### src/rtl/limp_home_pkg.sv
// Package: register map, field positions, reset values and counts
package limp_home_pkg;
  localparam int unsigned CNT_WIDTH = 13;
  localparam logic [12:0] CHECK_COUNT = 13'h1000;
  localparam int unsigned PERIOD_COUNT = 8192;
  localparam logic [11:0] ADDR_CTRL = 12'h000;
  localparam logic [11:0] ADDR_FLAG = 12'h004;
  localparam logic [11:0] ADDR_STAT = 12'h008;
  localparam int unsigned CTRL_CME = 0;
  localparam int unsigned CTRL_FAST_CLOCK_MONITOR_ENABLE = 1;
  localparam int unsigned CTRL_NOLH = 2;
  localparam int unsigned CTRL_DLY = 3;
  localparam int unsigned CTRL_PLL_POWER_ON = 4;
  localparam int unsigned CTRL_BUS_CLOCK_PLL_SELECT = 5;
  localparam int unsigned CTRL_MCS = 6;
  localparam int unsigned CTRL_LIMP_HOME_IRQ_ENABLE = 7;
  localparam int unsigned CTRL_AUTO = 8;
  localparam logic [8:0] CTRL_RESET = 9'h011;
  localparam int unsigned FLAG_LIMP_HOME_FLAG = 0;
  localparam int unsigned FLAG_LIMP_HOME_CHANGE_FLAG = 1;
  localparam logic [1:0] RESP_OKAY = 2'h0;
  localparam logic [1:0] RESP_SLVERR = 2'h2;
  typedef enum logic [2:0] {
    ST_PORST, ST_RESET_EXT, ST_RUN, ST_STOP, ST_STOP_DELAY
  } mode_e;
endpackage : limp_home_pkg

### src/rtl/limp_home_stop_recovery_ctrl.sv
// Limp-home and STOP-exit sequencer with an AXI4-Lite register slave
//
// How it works
// - Lost external clock with monitor on and limp-home allowed switches system clock to VCO minimum.
// - Limp-home forces pll power on, bus PLL select high, module select low, monitor outside STOP.
// - Limp-home flag mirrors mode; each change sets change flag; irq if enabled.
// - Limp-home takes timebase, debug, module clocks from PLL path at minimum VCO.
// - Monitor status sampled each time the 13-stage counter hits 4096.
// - External clock seen at a check leaves limp-home, clears flag, sets change.
// - Leaving limp-home restores saved selects (PLL select only if software left it set) and hands monitor back to enables.
// - With auto and PLL select saved, system clock ramps on PLL after exit.
// - Reset with PLL supply sets monitor enable and pll power, clears no-limp.
// - After power-on the counter runs from VCO; first 4096 ends internal reset.
// - Clock seen during reset period: leave limp-home, count 4096 external, release.
// - No clock by end of count: in normal mode leave reset in limp-home with both flags.
// - PLL supply grounded disables limp-home and PLL ramp (pll power still follows its bit); external clock only.
// - STOP exit follows no-limp, monitor and delay bits; delay is 4096 counts.
// - STOP delay counts timebase ticks from the slow-mode divider.
// - STOP ends on reset, IRQ, XIRQ, key wake-up J or H, CAN wake-up.
// - No limp-home and monitor off: STOP resumes on external clock after delay.
// - No-limp with a monitor enable: STOP is a monitor failure and resets.
// - Limp-home allowed: monitor masked in STOP, exit enters limp-home.
// - Limp-home STOP delay waits 4096, exits normally or stays in limp-home.
// - No-limp with monitor on: clock loss resets via monitor reset vector.
//
// Design decisions made here: the address map and the AXI4-Lite register port.
`timescale 1ns/100ps
`default_nettype none
module limp_home_stop_recovery_ctrl #(
  parameter int unsigned CHECK_CYCLES = 4096
) (
  input wire logic aclk,
  input wire logic aresetn,
  input wire logic clk_en,
  input wire logic timebase_tick,
  input wire logic ext_clock_present,
  input wire logic pll_supply,
  input wire logic normal_mode,
  input wire logic stop_request,
  input wire logic wake_irq,
  input wire logic wake_xirq,
  input wire logic wake_key_j,
  input wire logic wake_key_h,
  input wire logic wake_can,
  input wire logic [11:0] s_axi_awaddr,
  input wire logic s_axi_awvalid,
  output logic s_axi_awready,
  input wire logic [31:0] s_axi_wdata,
  input wire logic [3:0] s_axi_wstrb,
  input wire logic s_axi_wvalid,
  output logic s_axi_wready,
  output logic [1:0] s_axi_bresp,
  output logic s_axi_bvalid,
  input wire logic s_axi_bready,
  input wire logic [11:0] s_axi_araddr,
  input wire logic s_axi_arvalid,
  output logic s_axi_arready,
  output logic [31:0] s_axi_rdata,
  output logic [1:0] s_axi_rresp,
  output logic s_axi_rvalid,
  input wire logic s_axi_rready,
  output logic limp_home_active,
  output logic vco_min_clock_select,
  output logic pll_power_on,
  output logic bus_clock_pll_select,
  output logic module_clock_select,
  output logic clock_monitor_active,
  output logic pll_ramp_enable,
  output logic internal_reset,
  output logic stopped,
  output logic monitor_reset_req,
  output logic limp_home_irq
);

  ////////////////////////////////////////////////////////////////////////////
  // State

  typedef struct packed {
    logic [1:0] ext_sync;
    logic [1:0] tb_sync;
    logic [1:0] sup_sync;
    logic [12:0] cnt;
    limp_home_pkg::mode_e mode;
    logic limp;
    logic [8:0] ctrl;
    logic saved_bus_clock_pll_select;
    logic saved_mcs;
    logic limp_home_change_flag;
    logic mon_rst;
    logic aw_got;
    logic w_got;
    logic [11:0] awaddr;
    logic [31:0] wdata;
    logic [3:0] wstrb;
    logic bvalid;
    logic [1:0] bresp;
    logic rvalid;
    logic [31:0] rdata;
    logic [1:0] rresp;
    logic [10:0] outs;
  } state_s;

  state_s state_r;
  state_s state_nxt;

  ////////////////////////////////////////////////////////////////////////////
  // Helpers

  function automatic logic valid_addr(input logic [11:0] a);
    valid_addr = (a == limp_home_pkg::ADDR_CTRL) ||
                 (a == limp_home_pkg::ADDR_FLAG) ||
                 (a == limp_home_pkg::ADDR_STAT);
  endfunction : valid_addr

  logic ext_ok;
  logic tick;
  logic sup_ok;
  logic check_hit;
  logic mon_on;
  logic wake;
  logic tick_rise;

  assign ext_ok = state_r.ext_sync[1];
  assign sup_ok = state_r.sup_sync[1];
  assign tick_rise = state_r.tb_sync[1];
  assign tick = tick_rise;
  assign check_hit = tick && (state_r.cnt ==
    13'(CHECK_CYCLES - 1));
  assign mon_on = state_r.ctrl[limp_home_pkg::CTRL_CME] ||
                  state_r.ctrl[limp_home_pkg::CTRL_FAST_CLOCK_MONITOR_ENABLE];
  assign wake = wake_irq || wake_xirq || wake_key_j || wake_key_h ||
                wake_can;

  ////////////////////////////////////////////////////////////////////////////
  // Next state

  always_comb begin
    logic lh_next;
    logic [8:0] c;
    lh_next = 1'b0;
    c = 9'h000;
    state_nxt = state_r;
    state_nxt.ext_sync = {state_r.ext_sync[0], ext_clock_present};
    state_nxt.tb_sync = {state_r.tb_sync[0], timebase_tick};
    state_nxt.sup_sync = {state_r.sup_sync[0], pll_supply};
    if (tick) begin
      state_nxt.cnt = 13'(state_r.cnt + 13'h0001);
    end
    lh_next = state_r.limp;
    state_nxt.mon_rst = 1'b0;

    case (state_r.mode)
      limp_home_pkg::ST_PORST: begin
        // VCO drives counter during internal reset
        lh_next = sup_ok && normal_mode;
        // Decide only once synchronisers carry pin values
        if (tick && (ext_ok || !sup_ok)) begin
          lh_next = 1'b0;
          state_nxt.cnt = 13'h0000;
          state_nxt.mode = limp_home_pkg::ST_RESET_EXT;
        end else if (check_hit) begin
          state_nxt.mode = limp_home_pkg::ST_RUN;
          state_nxt.cnt = 13'h0000;
        end
      end
      limp_home_pkg::ST_RESET_EXT: begin
        lh_next = 1'b0;
        if (check_hit && ext_ok) begin
          state_nxt.cnt = 13'h0000;
          state_nxt.mode = limp_home_pkg::ST_RUN;
        end
      end
      limp_home_pkg::ST_RUN: begin
        if (state_r.limp) begin
          if (check_hit && ext_ok) begin
            lh_next = 1'b0;
          end
        end else if (!ext_ok && sup_ok && mon_on) begin
          if (state_r.ctrl[limp_home_pkg::CTRL_NOLH]) begin
            state_nxt.mon_rst = 1'b1;
          end else begin
            lh_next = 1'b1;
          end
        end
        if (stop_request) begin
          if (state_r.ctrl[limp_home_pkg::CTRL_NOLH] && mon_on) begin
            state_nxt.mon_rst = 1'b1;
          end else begin
            state_nxt.mode = limp_home_pkg::ST_STOP;
          end
        end
      end
      limp_home_pkg::ST_STOP: begin
        if (wake) begin
          state_nxt.cnt = 13'h0000;
          if (!state_r.ctrl[limp_home_pkg::CTRL_NOLH] && sup_ok) begin
            lh_next = 1'b1;
          end
          if (state_r.ctrl[limp_home_pkg::CTRL_DLY]) begin
            state_nxt.mode = limp_home_pkg::ST_STOP_DELAY;
          end else begin
            state_nxt.mode = limp_home_pkg::ST_RUN;
          end
        end
      end
      limp_home_pkg::ST_STOP_DELAY: begin
        if (check_hit) begin
          state_nxt.mode = limp_home_pkg::ST_RUN;
          if (ext_ok) begin
            lh_next = 1'b0;
          end
        end
      end
      default: begin
        state_nxt.mode = limp_home_pkg::ST_PORST;
      end
    endcase

    if (!sup_ok) begin
      lh_next = 1'b0;
    end
    if (lh_next && !state_r.limp) begin
      state_nxt.saved_bus_clock_pll_select = state_r.ctrl[limp_home_pkg::CTRL_BUS_CLOCK_PLL_SELECT];
      state_nxt.saved_mcs = state_r.ctrl[limp_home_pkg::CTRL_MCS];
    end
    if (!lh_next && state_r.limp) begin
      // Software may have cleared the PLL select meanwhile
      state_nxt.ctrl[limp_home_pkg::CTRL_BUS_CLOCK_PLL_SELECT] =
        state_r.saved_bus_clock_pll_select && state_r.ctrl[limp_home_pkg::CTRL_BUS_CLOCK_PLL_SELECT];
      state_nxt.ctrl[limp_home_pkg::CTRL_MCS] = state_r.saved_mcs;
    end
    state_nxt.limp = lh_next;

    // Register slave: write
    if (s_axi_awvalid && !state_r.aw_got) begin
      state_nxt.aw_got = 1'b1;
      state_nxt.awaddr = s_axi_awaddr;
    end
    if (s_axi_wvalid && !state_r.w_got) begin
      state_nxt.w_got = 1'b1;
      state_nxt.wdata = s_axi_wdata;
      state_nxt.wstrb = s_axi_wstrb;
    end
    if (state_r.aw_got && state_r.w_got && !state_r.bvalid) begin
      state_nxt.aw_got = 1'b0;
      state_nxt.w_got = 1'b0;
      state_nxt.bvalid = 1'b1;
      state_nxt.bresp = valid_addr(state_r.awaddr) ?
        limp_home_pkg::RESP_OKAY : limp_home_pkg::RESP_SLVERR;
      if (state_r.awaddr == limp_home_pkg::ADDR_CTRL) begin
        c = state_nxt.ctrl;
        if (state_r.wstrb[0]) begin
          c[7:0] = state_r.wdata[7:0];
        end
        if (state_r.wstrb[1]) begin
          c[8] = state_r.wdata[8];
        end
        state_nxt.ctrl = c;
      end else if (state_r.awaddr == limp_home_pkg::ADDR_FLAG) begin
        if (state_r.wstrb[0] && state_r.wdata[limp_home_pkg::FLAG_LIMP_HOME_CHANGE_FLAG]) begin
          state_nxt.limp_home_change_flag = 1'b0; // Write one to clear
        end
      end
    end
    if (state_r.bvalid && s_axi_bready) begin
      state_nxt.bvalid = 1'b0;
    end
    if (lh_next != state_r.limp) begin
      state_nxt.limp_home_change_flag = 1'b1; // set wins over clear
    end

    // Register slave: read
    if (s_axi_arvalid && !state_r.rvalid) begin
      state_nxt.rvalid = 1'b1;
      state_nxt.rresp = valid_addr(s_axi_araddr) ?
        limp_home_pkg::RESP_OKAY : limp_home_pkg::RESP_SLVERR;
      state_nxt.rdata = 32'h00000000;
      if (s_axi_araddr == limp_home_pkg::ADDR_CTRL) begin
        state_nxt.rdata = {23'h000000, state_r.ctrl};
      end else if (s_axi_araddr == limp_home_pkg::ADDR_FLAG) begin
        state_nxt.rdata = {30'h00000000, state_r.limp_home_change_flag, state_r.limp};
      end else if (s_axi_araddr == limp_home_pkg::ADDR_STAT) begin
        state_nxt.rdata = {16'h0000, 3'h0, state_r.cnt};
      end
    end else if (state_r.rvalid && s_axi_rready) begin
      state_nxt.rvalid = 1'b0;
    end

    // Registered outputs
    state_nxt.outs[0] = lh_next;
    state_nxt.outs[1] = lh_next;
    state_nxt.outs[2] = lh_next ||
      state_nxt.ctrl[limp_home_pkg::CTRL_PLL_POWER_ON];
    state_nxt.outs[3] = lh_next ||
      state_nxt.ctrl[limp_home_pkg::CTRL_BUS_CLOCK_PLL_SELECT];
    state_nxt.outs[4] = !lh_next &&
      state_nxt.ctrl[limp_home_pkg::CTRL_MCS];
    state_nxt.outs[5] = (state_nxt.mode != limp_home_pkg::ST_STOP) &&
      (lh_next || state_nxt.ctrl[limp_home_pkg::CTRL_CME] ||
       state_nxt.ctrl[limp_home_pkg::CTRL_FAST_CLOCK_MONITOR_ENABLE]);
    state_nxt.outs[6] = !lh_next && state_nxt.outs[3] &&
      state_nxt.ctrl[limp_home_pkg::CTRL_AUTO] && sup_ok;
    state_nxt.outs[7] = (state_nxt.mode == limp_home_pkg::ST_PORST) ||
      (state_nxt.mode == limp_home_pkg::ST_RESET_EXT);
    state_nxt.outs[8] = (state_nxt.mode == limp_home_pkg::ST_STOP) ||
      (state_nxt.mode == limp_home_pkg::ST_STOP_DELAY);
    state_nxt.outs[9] = state_nxt.mon_rst;
    state_nxt.outs[10] = state_nxt.limp_home_change_flag &&
      state_nxt.ctrl[limp_home_pkg::CTRL_LIMP_HOME_IRQ_ENABLE];
  end

  ////////////////////////////////////////////////////////////////////////////
  // Registers

  always_ff @(posedge aclk) begin
    if (!aresetn) begin
      state_r <= '0;
      state_r.mode <= limp_home_pkg::ST_PORST;
      state_r.ctrl <= limp_home_pkg::CTRL_RESET;
      state_r.outs <= 11'h084;
    end else if (clk_en) begin
      state_r <= state_nxt;
    end
  end

  assign limp_home_active = state_r.outs[0];
  assign vco_min_clock_select = state_r.outs[1];
  assign pll_power_on = state_r.outs[2];
  assign bus_clock_pll_select = state_r.outs[3];
  assign module_clock_select = state_r.outs[4];
  assign clock_monitor_active = state_r.outs[5];
  assign pll_ramp_enable = state_r.outs[6];
  assign internal_reset = state_r.outs[7];
  assign stopped = state_r.outs[8];
  assign monitor_reset_req = state_r.outs[9];
  assign limp_home_irq = state_r.outs[10];
  assign s_axi_awready = !state_r.aw_got;
  assign s_axi_wready = !state_r.w_got;
  assign s_axi_bvalid = state_r.bvalid;
  assign s_axi_bresp = state_r.bresp;
  assign s_axi_arready = !state_r.rvalid;
  assign s_axi_rvalid = state_r.rvalid;
  assign s_axi_rdata = state_r.rdata;
  assign s_axi_rresp = state_r.rresp;

endmodule : limp_home_stop_recovery_ctrl
`default_nettype wire

### config.mk
export PLATFORM = sky130hd
export DESIGN_NAME = limp_home_stop_recovery_ctrl
export DESIGN_NICKNAME = d
export VERILOG_FILES = /design/src/rtl/limp_home_pkg.sv /design/src/rtl/limp_home_stop_recovery_ctrl.sv
export SDC_FILE = /design/constraint.sdc
export NUM_CORES = 1
export LEC_CHECK = 0
export BUFFER_PORTS_ARGS = -buffer_cell sky130_fd_sc_hd__buf_2
export CAP_MARGIN = 0
export CORE_ASPECT_RATIO = 0.6
export CORE_MARGIN = 2
export CORE_UTILIZATION = 46
export CTS_CLUSTER_SIZE = 10
export DETAILED_ROUTE_END_ITERATION = 12
export PLACE_DENSITY = 0.84
export SLEW_MARGIN = 10
export SYNTH_ARGS = -nofsm -noshare
export SYNTH_HDL_FRONTEND = slang
export SYNTH_SLANG_ARGS = --single-unit
### constraint.sdc
create_clock -name aclk -period 2.98 [get_ports aclk]
set_input_delay 0.447 -clock aclk [delete_from_list [all_inputs] [get_ports aclk]]
set_output_delay 0.447 -clock aclk [all_outputs]
set_load 0.005 [all_outputs]
; ---- Word level (Yosys, flattened, before mapping)
; Index checks and enable logic that the tools add are counted.
[op_classes]
div_mod_pow = 0
reduce_logical = 68
order_cmp = 0
n_shift = 0
addsub = 1
n_eq_ne = 14
n_mux = 50
multipliers = 0
bitwise = 0
[ops]
columns = operator, n
row1 = 2-to-1 mux 16 bit, 4
row2 = 2-to-1 mux 32 bit, 2
row3 = one-hot mux 13 bit (3 select lines), 1
row4 = 2-to-1 mux 1 bit, 27
row5 = 2-to-1 mux 13 bit, 2
row6 = logical AND 1 bit, 25
row7 = "equality test 12 x 3 -> 1 bit, second input constant", 2
row8 = "equality test 12 x 4 -> 1 bit, second input constant", 2
row9 = logical NOT 12 bit, 2
row10 = 2-to-1 mux 9 bit, 2
row11 = AND reduction 2 bit, 9
row12 = logical OR 1 bit, 16
row13 = 2-to-1 mux 3 bit, 5
row14 = one-hot mux 3 bit (5 select lines), 1
row15 = "adder 13 x 1 -> 13 bit, second input constant", 1
row16 = "equality test 13 x 12 -> 1 bit, second input constant", 1
row17 = "equality test 3 x 2 -> 1 bit, second input constant", 3
row18 = logical NOT 1 bit, 9
row19 = 2-to-1 mux 2 bit, 4
row20 = 2-to-1 mux 8 bit, 1
row21 = nonzero test 2 bit, 4
row22 = "equality test 3 x 1 -> 1 bit, second input constant", 2
row23 = "equality test 3 bit, second input constant", 2
row24 = logical NOT 3 bit, 2
row25 = other kinds (4), 4
[totals]
ff_bits = 109
ramBits = 0
latch_bits = 0
mem_count = 0
in_bits = 78
wordCells = 155
romBits = 0
out_inout_bits = 52

; ---- Logic depth before layout (Yosys ltp)
; Gate-level depths: netlist of run 1.
[logic_depth]
ltp_word = 17
ltp_mapped = 10
mapped_depth_nobuf = 10

; ---- Worst setup path after synthesis of run 1
; OpenSTA, ideal clock, no wires.
[synth_timing]
path_kind = input -> register
from = input wake_irq
to = register state_r (netlist bit module_clock_select)
t_arrival_ns = 2.788
setup_time_ns = 0.117
path_buffers = 0
path_stages = 8
setup_slack_ns = 0.075
cell_sequence = or4_4 -> or3b_1 -> a31o_1 -> a31oi_4 -> ha_1 -> mux2_2 -> mux2_2 -> a32o_1
[synth_between]
elab_chain_cells = 14
[synth_rtl]
columns = element, line
row1 = "start, declared", limp_home_stop_recovery_ctrl.sv:40  ; input wire logic wake_irq,
row2 = logical OR 1 bit * (4 in a row), limp_home_stop_recovery_ctrl.sv:131  ; assign wake = wake_irq || wake_xirq || wake_key_j || wake_key_h ||
row3 = 2-to-1 mux 1 bit *, limp_home_stop_recovery_ctrl.sv:194  ; if (wake) begin
row4 = one-hot mux 1 bit (5 select lines) *, limp_home_stop_recovery_ctrl.sv:152  ; case (state_r.mode)
row5 = 2-to-1 mux 1 bit *, limp_home_stop_recovery_ctrl.sv:219  ; if (!sup_ok) begin
row6 = logical NOT 1 bit *, "limp_home_stop_recovery_ctrl.sv:226, limp_home_stop_recovery_ctrl.sv:296"
row7 = logical AND 1 bit, limp_home_stop_recovery_ctrl.sv:226  ; if (!lh_next && state_r.limp) begin
row8 = 2-to-1 mux 2 bit, limp_home_stop_recovery_ctrl.sv:226
row9 = 2-to-1 mux 8 bit, limp_home_stop_recovery_ctrl.sv:252  ; if (state_r.wstrb[0]) begin
row10 = 2-to-1 mux 9 bit, limp_home_stop_recovery_ctrl.sv:250  ; if (state_r.awaddr == limp_home_pkg::ADDR_CTRL) begin
row11 = 2-to-1 mux 9 bit, limp_home_stop_recovery_ctrl.sv:244  ; if (state_r.aw_got && state_r.w_got && !state_r.bvalid) begin
row12 = logical AND 1 bit *, limp_home_stop_recovery_ctrl.sv:296  ; state_nxt.outs[4] = !lh_next &&
row13 = "end signal, assigned", limp_home_stop_recovery_ctrl.sv:322  ; state_r <= state_nxt;
row14 = "end, declared", limp_home_stop_recovery_ctrl.sv:103  ; state_s state_r;
; Every way passes the cells marked *; elsewhere a longest branch is shown, timed or not.
; A chain may end at the register's enable or synchronous reset.

; ---- Worst setup path in the final report of run 1
; Ends and elaborated chain as after synthesis.

==> metrics.md, run 1 <==
| Metric | Value |
|---|---|
| Drt first pass iters | 5 |
| GR peak layer | met2 |
| Clock Path Buffers | 2 |
| Commonest cells in the netlist | nand2_1, dfxtp_1, a21oi_1, buf_4, nor2_1 |
| Ant. Diodes | 0 |
| Synthesized area per cell | around 8.2 sq um |
| Yosys reg bits | 86 |
| Yosys cell types | between 50 and 60 |
| Fin. max-slew vios | 0 |
| CTS tree | done |
| Clk pin slew, worst setup/hold paths | around 60 ps |
| Routed Antenna Nets | 0 |
| CP cell instances | buf_2 > or4_4 > or3b_1 > a31o_1 > a31oi_4 > ha_1 > mux2_2 > mux2_2 > a32o_1 |
| Crit path to | module_clock_select$_SDFFE_PN0P_ |
| Synth Instances | between 500 and 600 |
| Max_cap viols | 0 |
| Vias per inst | between 5 and 6 |
| Met1 usage | a little under a third |
| Number of instances resized during post-cts repair | 0 |
| Worst-Skew Late Latency | around 340 ps |
| CTS H-tree depth | 3 |
| Initial core utilization | between 40 and 50% |
| RSZ-0062 raised after global routing | false |
| Largest cells by area after synthesis | dfxtp_1, nand2_1, buf_4 |
| Status | complete, no violations |
| Ports | 130 |
| Kind of cell adding the most delay to the critical path | simple AND/OR/NAND/NOR gates |
| Synth Cell Area | 4190 sq um |
| CP startpoint | wake_irq |
| Worst setup path category | in -> reg |
| Stages on the worst setup path | 9 |
| CP max stage cell | or4_4 |
| Pin count of the biggest net entering global routing | 41 |
| Share of the clock period used by the worst path | around 90% |
| Vias | 3803 |
| Number of buffers and inverters on the critical path | 1 |
| Vias in the first global route | around 3500 |
| Postcts setup bufs | 0 |
| Avg WL per Cell | 15.8 microns |
| Nets@finish | approximately 650 |
| Dpl hpwl | 7970 microns |
| Core area | ~8700 sq um |
| Num rows | 26 |
| Relative slew slack | approximately 48% |
| Type of the worst min-delay path | in -> reg |
| Num CTS Buffers | 9 |
| Die width | ~130 microns |
| Aggregate negative setup slack | 0 ps |
| Critical path peak fanout | 2 |
| Die height | approximately 80 microns |
| Worst reg2reg startpoint | state_r[120]$_SDFFE_PN0P_ |
| Met2 GRT Util | 33.9% |
| RR Endpoint | module_clock_select$_SDFFE_PN0P_ |
| R2R Setup Slk | approximately 310 ps |
| CP Data Arrival Time | between 2000 and 3000 ps |
| Initial antenna violation count | 0 |
| Top-area cell type share of the netlist area | around two fifths |
| Post-synth EDFFs | 0 |
| Largest area contributor in the netlist | dfxtp_1 |
| Synth warnings | 0 |
| Layout cell share with drive strength beyond 1 | between 20 and 25% |
| Filler cells | between 700 and 800 |
| Pwr per Cell Area | 511 nW/um^2 |
| Drc violations | 0 |
| First-pass GRT wire length | about 17000 microns |
| Worst hold slack | 345 ps |
| Gr ovfl total | 0 |
| Highest Clock Rate | about 370 MHz |
| Worst EP required | 3210 ps |
| Synth Flop Type | dfxtp_1 |
| Die ar. | around 9900 sq um |
| Nature of the critical path endpoint | flop |
| All-Layer GR Usage | 22.1% |
| Placer congestion estimate | 0.872 |
| Max IR drop VDD | ~0.27 mV |
| Total Wirelength | around 11000 microns |
| Worst Tran Pin Value | between 700 and 800 ps |
| Setup Skew | around 5.1 ps |
| Most frequent CP cell | mux2_2 |
| Max incr delay on CP | ~530 ps |
| Area grow syn2layout | 14.2% |
| Seq/Total Area, Yosys | around 41% |
| M3 GR Usage | 5.86% |
| Top-count cell post-synth | nand2_1 |
| Hold buffers post-CTS | 0 |
| Clock sink count | 86 |
| Overall Power | between 2 and 2.5 mW |
| Reg2Reg Depth | 8 |
| Startpoint types | primary input |
| Port bufs | just over 80 |
| Asr flop ratio synth | 0% |
| Final hold vios | 0 |
| Setup Viol. Count Final | 0 |
| Leakage power | between 1.5 and 2 nW |
| Fin crit period | 2700 ps |
| Clock Tree Root | clkbuf_16 |
| DR iter-0 viols | approximately 300 |
| Post-layout util | 55.1% |
==> layout make-up <==
class	instances	area [sq um]	area share, %
multi-input cells	367	2120	44.3
flip-flops and latches	86	1720	36.0
repair buffers	93	490	10.3
clock buffers	11	253	5.28
well taps	112	140	2.93
inverters	13	48.8	1.02
clock inverters	2	10.0	0.209
==> placed cells by master, fill, tap and decap left out, types with 3 or more instances in the layout <==
| master | count |
|---|---|
| nor3_1 | 18 |
| mux2i_1 | 15 |
| conb_1 | 21 |
| or2_2 | 3 |
| a31oi_1 | 3 |
| and3_1 | 7 |
| a21boi_0 | 6 |
| dfxtp_1 | 86 |
| clkbuf_16 | 9 |
| buf_4 | 10 |
| nand2b_1 | 3 |
| mux2_2 | 9 |
| o21ai_0 | 20 |
| inv_1 | 12 |
| nor2_1 | 32 |
| ha_1 | 3 |
| o211ai_1 | 6 |
| nand3_1 | 15 |
| xor2_1 | 8 |
| xnor2_1 | 3 |
| nand2_1 | 90 |
| a22oi_1 | 4 |
| nand4_1 | 6 |
| nor4_1 | 3 |
| buf_2 | 83 |
| a21oi_1 | 52 |
| nor2b_1 | 3 |
==> layer usage <==
metal  wire, microns  part of all wire (%)  up-vias
met2            4660                    43      154
met4             133                   1.2        0
met1            5130                    48     1802
met5               0                     0        -
li1                -                     -     1835
met3             855                   7.9       12
==> tightest hold or removal path: cells and delay by family <==
kind                   cells  cell delay, ps
buffers and inverters      1             100
and+or+nand+nor            1              40
AOI/OAI and AO/OA          1              50
==> flip-flops by register name, summed over array words and instances (netlist names) <==
signal and count:
s_axi_bvalid 1, limp_home_irq 1, pll_ramp_enable 1, state_nxt 3, state_r 55, ext_ok 1
s_axi_rdata 13, stopped 1, s_axi_bresp 1, pll_power_on 1, module_clock_select 1, bus_clock_pll_select 1
vco_min_clock_select 1, monitor_reset_req 1, s_axi_rvalid 1, internal_reset 1, s_axi_rresp 1, clock_monitor_active 1
==> how the worst min path moves through the flow <==
| stage | cells after the start | to | slack [ps] | start |
|---|---|---|---|---|
| 3_3_place_gp | 2 | s_axi_rdata[1]$_SDFFE_PN0P_ | 440 | s_axi_rdata[1]$_SDFFE_PN0P_ |
| 3_5_place_dp | 2 | s_axi_rdata[0]$_SDFFE_PN0P_ | 440 | s_axi_rdata[0]$_SDFFE_PN0P_ |
| 5_1_grt | 3 | state_r[89]$_SDFFE_PN0P_ | 350 | s_axi_awaddr[4] |
| 6_report | 3 | state_r[94]$_SDFFE_PN0P_ | 340 | s_axi_awaddr[9] |
| 4_1_cts | 3 | state_r[85]$_SDFFE_PN0P_ | 340 | s_axi_awaddr[0] |
| 2_1_floorplan | 2 | state_r[50]$_SDFFE_PN0P_ | 430 | state_r[50]$_SDFFE_PN0P_ |
==> power by group <==
group          switching, mW  total, mW  internal (mW)
clock                  0.427       1.02          0.593
combinational          0.134      0.220         0.0860
sequential            0.0267       1.21           1.18
==> metrics by stage <==
step,instances,setup slack (ps),cell area (sq um)
floorplan,528,74.7,4270
global placement,671,3.68,4520
detailed placement,671,-36.2,4520
CTS,684,292,4780
global route,684,153,4780
finish,684,282,4780
==> cells by family (layout without fill, tap and decap cells) <==
group,Yosys count,after routing,synth area share (%)
muxes,24,24,6.00
and+or+nand+nor,198,198,23.0
other,1,21,0.0895
DFF,86,86,41.1
adders and majority gates,3,3,0.896
buffers and inverters,75,119,10.1
xor gates and xnor gates,11,11,2.30
AOI/OAI and AO/OA,110,110,16.5
(Power assumes the default switching activity.)
==> run 2, diff against run 1 <==
- CORE_UTILIZATION: 46 -> 50
- PLACE_DENSITY: 0.84 -> 0.86
- clock period: 2.98 -> 3.5 ns (I/O delays scaled with it)
==> run 2 against run 1 <==
  * Sequential power fell by 15%
  * Hold slack improved by 72 ps
  * Die area fell by 7.7%
  * First-iteration DRC count rose by 56%
  * Cell count fell by 1.0%
  * Critical path type is now reg -> reg
==> metrics.md, run 2 (synthesis results as in run 1) <==
| Metric | Value |
|---|---|
| Status | complete, no violations |
| All-Layer GR Usage | 25.2% (+3.0 points) |
| Highest Clock Rate | between 300 and 400 MHz |
| CTS H-tree depth | 3 (unchanged) |
| Overall Power | 2.20 mW (-10%) |
| Pin count of the biggest net entering global routing | 43 (+4.9%) |
| Met2 GRT Util | 38.7% (+4.8 points) |
| Placed instance area | 4470 sq um (-1.1%) |
| Worst reg2reg startpoint | state_r[120]$_SDFFE_PN0P_ |
| Final WS setup | 664 ps (+382 ps) |
| Hold path cells | 3 (unchanged) |
| Vias per inst | 5.62 (+1.0%) |
| Max IR drop VDD | 0.284 mV (+6.2%) |
| Fin. max-slew vios | 0 (unchanged) |
| Nature of the critical path endpoint | flop |
| CP Data Arrival Time | 3070 ps (+150 ps) |
| Share of the clock period used by the worst path | between 80% and 90% |
| Final hold vios | 0 (unchanged) |
| DR iter-0 viols | 462 (+56%) |
| Core area | 8010 sq um (-7.8%) |
| Worst slack, placed | 373 ps (+409 ps) |
| Pwr per Cell Area | 460 nW/um^2 (-10%) |
| Area grow syn2layout | 14.0% |
| Top reg by flops | state_r |
| Vias | 3802 (-0.026%) |
| Initial antenna violation count | 0 (unchanged) |
| Worst setup path category | reg -> reg |
| RSZ-0062 raised after global routing | false |
| Worst EP required | 3740 ps (+530 ps) |
| CP cell instances | nand4_1 > nor4_4 > a31oi_4 > a31oi_4 > ha_1 > mux2_2 > mux2_2 > a32o_1 |
| Worst hold path startpoint | s_axi_awaddr[9] |
| Clock Tree Root | clkbuf_16 |
| Num CTS Buffers | 9 (unchanged) |
| Number of flip-flops in the largest register | 55 (unchanged) |
| Routed Antenna Nets | 0 (unchanged) |
| Critical path peak fanout | 7 (+5) |
| Max_cap viols | 0 (unchanged) |
| Max incr delay on CP | 560 ps (+30 ps) |
| Initial core utilization | 52.3% (+4.1 points) |
| Total Wirelength | 11200 microns (+4.3%) |
| Dpl hpwl | 8040 microns (+0.91%) |
| Gr ovfl total | 0 (unchanged) |
| Worst-Skew Late Latency | 350 ps (about the same) |
| First-pass GRT wire length | 17500 microns (+0.63%) |
| Hold buffers post-CTS | 0 (unchanged) |
| Setup Skew | 9.26 ps (+4.12 ps) |
| Clk pin slew, worst setup/hold paths | 60 ps (about the same) |
| Worst Tran Pin Value | 956 ps (+193 ps) |
| Vias in the first global route | 3548 (+1.2%) |
| Placer congestion estimate | 0.870 (-0.19%) |
| Avg WL per Cell | 16.6 microns (+5.4%) |
| Startpoint types | flop |
| Drc violations | 0 (unchanged) |
| Relative slew slack | 36.3% (-12 points) |
| RR Endpoint | module_clock_select$_SDFFE_PN0P_ |
| Postcts setup bufs | 0 (unchanged) |
| Num rows | 25 (-3.8%) |
| Layout cell share with drive strength beyond 1 | 21.8% (-0.41 points) |
| Clock Path Buffers | 2 (unchanged) |
| Port bufs | 83 (unchanged) |
| R2R Setup Slk | 660 ps (+350 ps) |
| Aggregate negative setup slack | 0 ps (unchanged) |
| Post-layout util | 59.7% (+4.6 points) |
| Commonest non-fill, non-tap cells in the layout | nand2_1, dfxtp_1, buf_2, a21oi_1, nor2_1 |
| Drt first pass iters | 5 (unchanged) |
| Die width | 122 microns (-4.0%) |
| Setup Viol. Count Final | 0 (unchanged) |
| Fin crit period | approximately 2800 ps |
| Final instance area | 4780 sq um (-0.10%) |
| Die ar. | 9150 sq um (-7.7%) |
| Die height | 74.9 microns (-3.9%) |
| Met1 usage | 34.7% (+4.0 points) |
| Type of the worst min-delay path | in -> reg |
| Leading cell type in the layout, fill and taps excluded | nand2_1 |
| GR peak layer | met2 |
| Hold Path End | state_r[94]$_SDFFE_PN0P_ |
| Number of instances resized during post-cts repair | 0 (unchanged) |
| CTS tree | done |
| Clock sink count | 86 (unchanged) |
| Ant. Diodes | 0 (unchanged) |
| Reg2Reg Depth | 8 (unchanged) |
| Leakage power | 1.98 nW (-0.64%) |
| Ports | 130 (unchanged) |
| M3 GR Usage | 6.21% (+0.35 points) |
| Nets@finish | 645 (-0.92%) |
| CP max stage cell | nor4_4 |
[run 2: cell types whose count changed in the layout (fill, tap and decap cells not counted), sizes merged]
cell,change
inv,+2
bufinv,+1
clkinvlp,+1
buf,-6
clkbuf,-1
[run 2: final cells by class]
cell class	count	area, sq um
tap	108	135
clock inverter	6	68.8
clock buffer	10	239
fill	723	3230
sequential	86	1720
timing repair buffer	87	445
inverter	13	48.8
multi-input combinational	367	2120
[run 2: worst max-delay path by stage]
stage                                          from                               end  slack, ps  depth (start not counted)
final                     state_r[120]$_SDFFE_PN0P_  module_clock_select$_SDFFE_PN0P_        660                          8
after detailed placement                   wake_irq  module_clock_select$_SDFFE_PN0P_        370                          9
after floorplan                            wake_irq  module_clock_select$_SDFFE_PN0P_        520                          8
after CTS                 state_r[120]$_SDFFE_PN0P_  module_clock_select$_SDFFE_PN0P_        700                          8
after global placement                     wake_irq  module_clock_select$_SDFFE_PN0P_        430                          9
after global routing      state_r[120]$_SDFFE_PN0P_  module_clock_select$_SDFFE_PN0P_        530                          8
[run 2: per-stage QoR]
stage | cells | hold WS, ps
6_report | 677 | 417
5_1_grt | 677 | 429
4_1_cts | 677 | 411
3_5_place_dp | 661 | 448
3_3_place_gp | 661 | 440
2_1_floorplan | 528 | 432
[run 2: report_power, final]
part / switching (mW) / internal [mW] / total, mW / leakage (nW)
Combinational: 0.113 / 0.0697 / 0.183 / 1.13
Sequential: 0.0263 / 1.00 / 1.03 / 0.699
Clock: 0.409 / 0.577 / 0.986 / 0.149
Total: 0.548 / 1.65 / 2.20 / 1.98
[run 2: critical path: cells and delay by family, from the launching register on]
family | cells | cell delay [ps]
and+or+nand+nor | 2 | 800
AOI/OAI and AO/OA | 3 | 640
muxes | 2 | 610
DFF | 1 | 480
adders and majority gates | 1 | 190
[run 2: metal layers]
layer | part of all wire [%] | wire (microns) | vias up
li1 | - | - | 1824
met1 | 45 | 5060 | 1764
met2 | 44 | 4980 | 194
met3 | 9.1 | 1020 | 20
met4 | 1.6 | 182 | 0
met5 | 0 | 0 | -
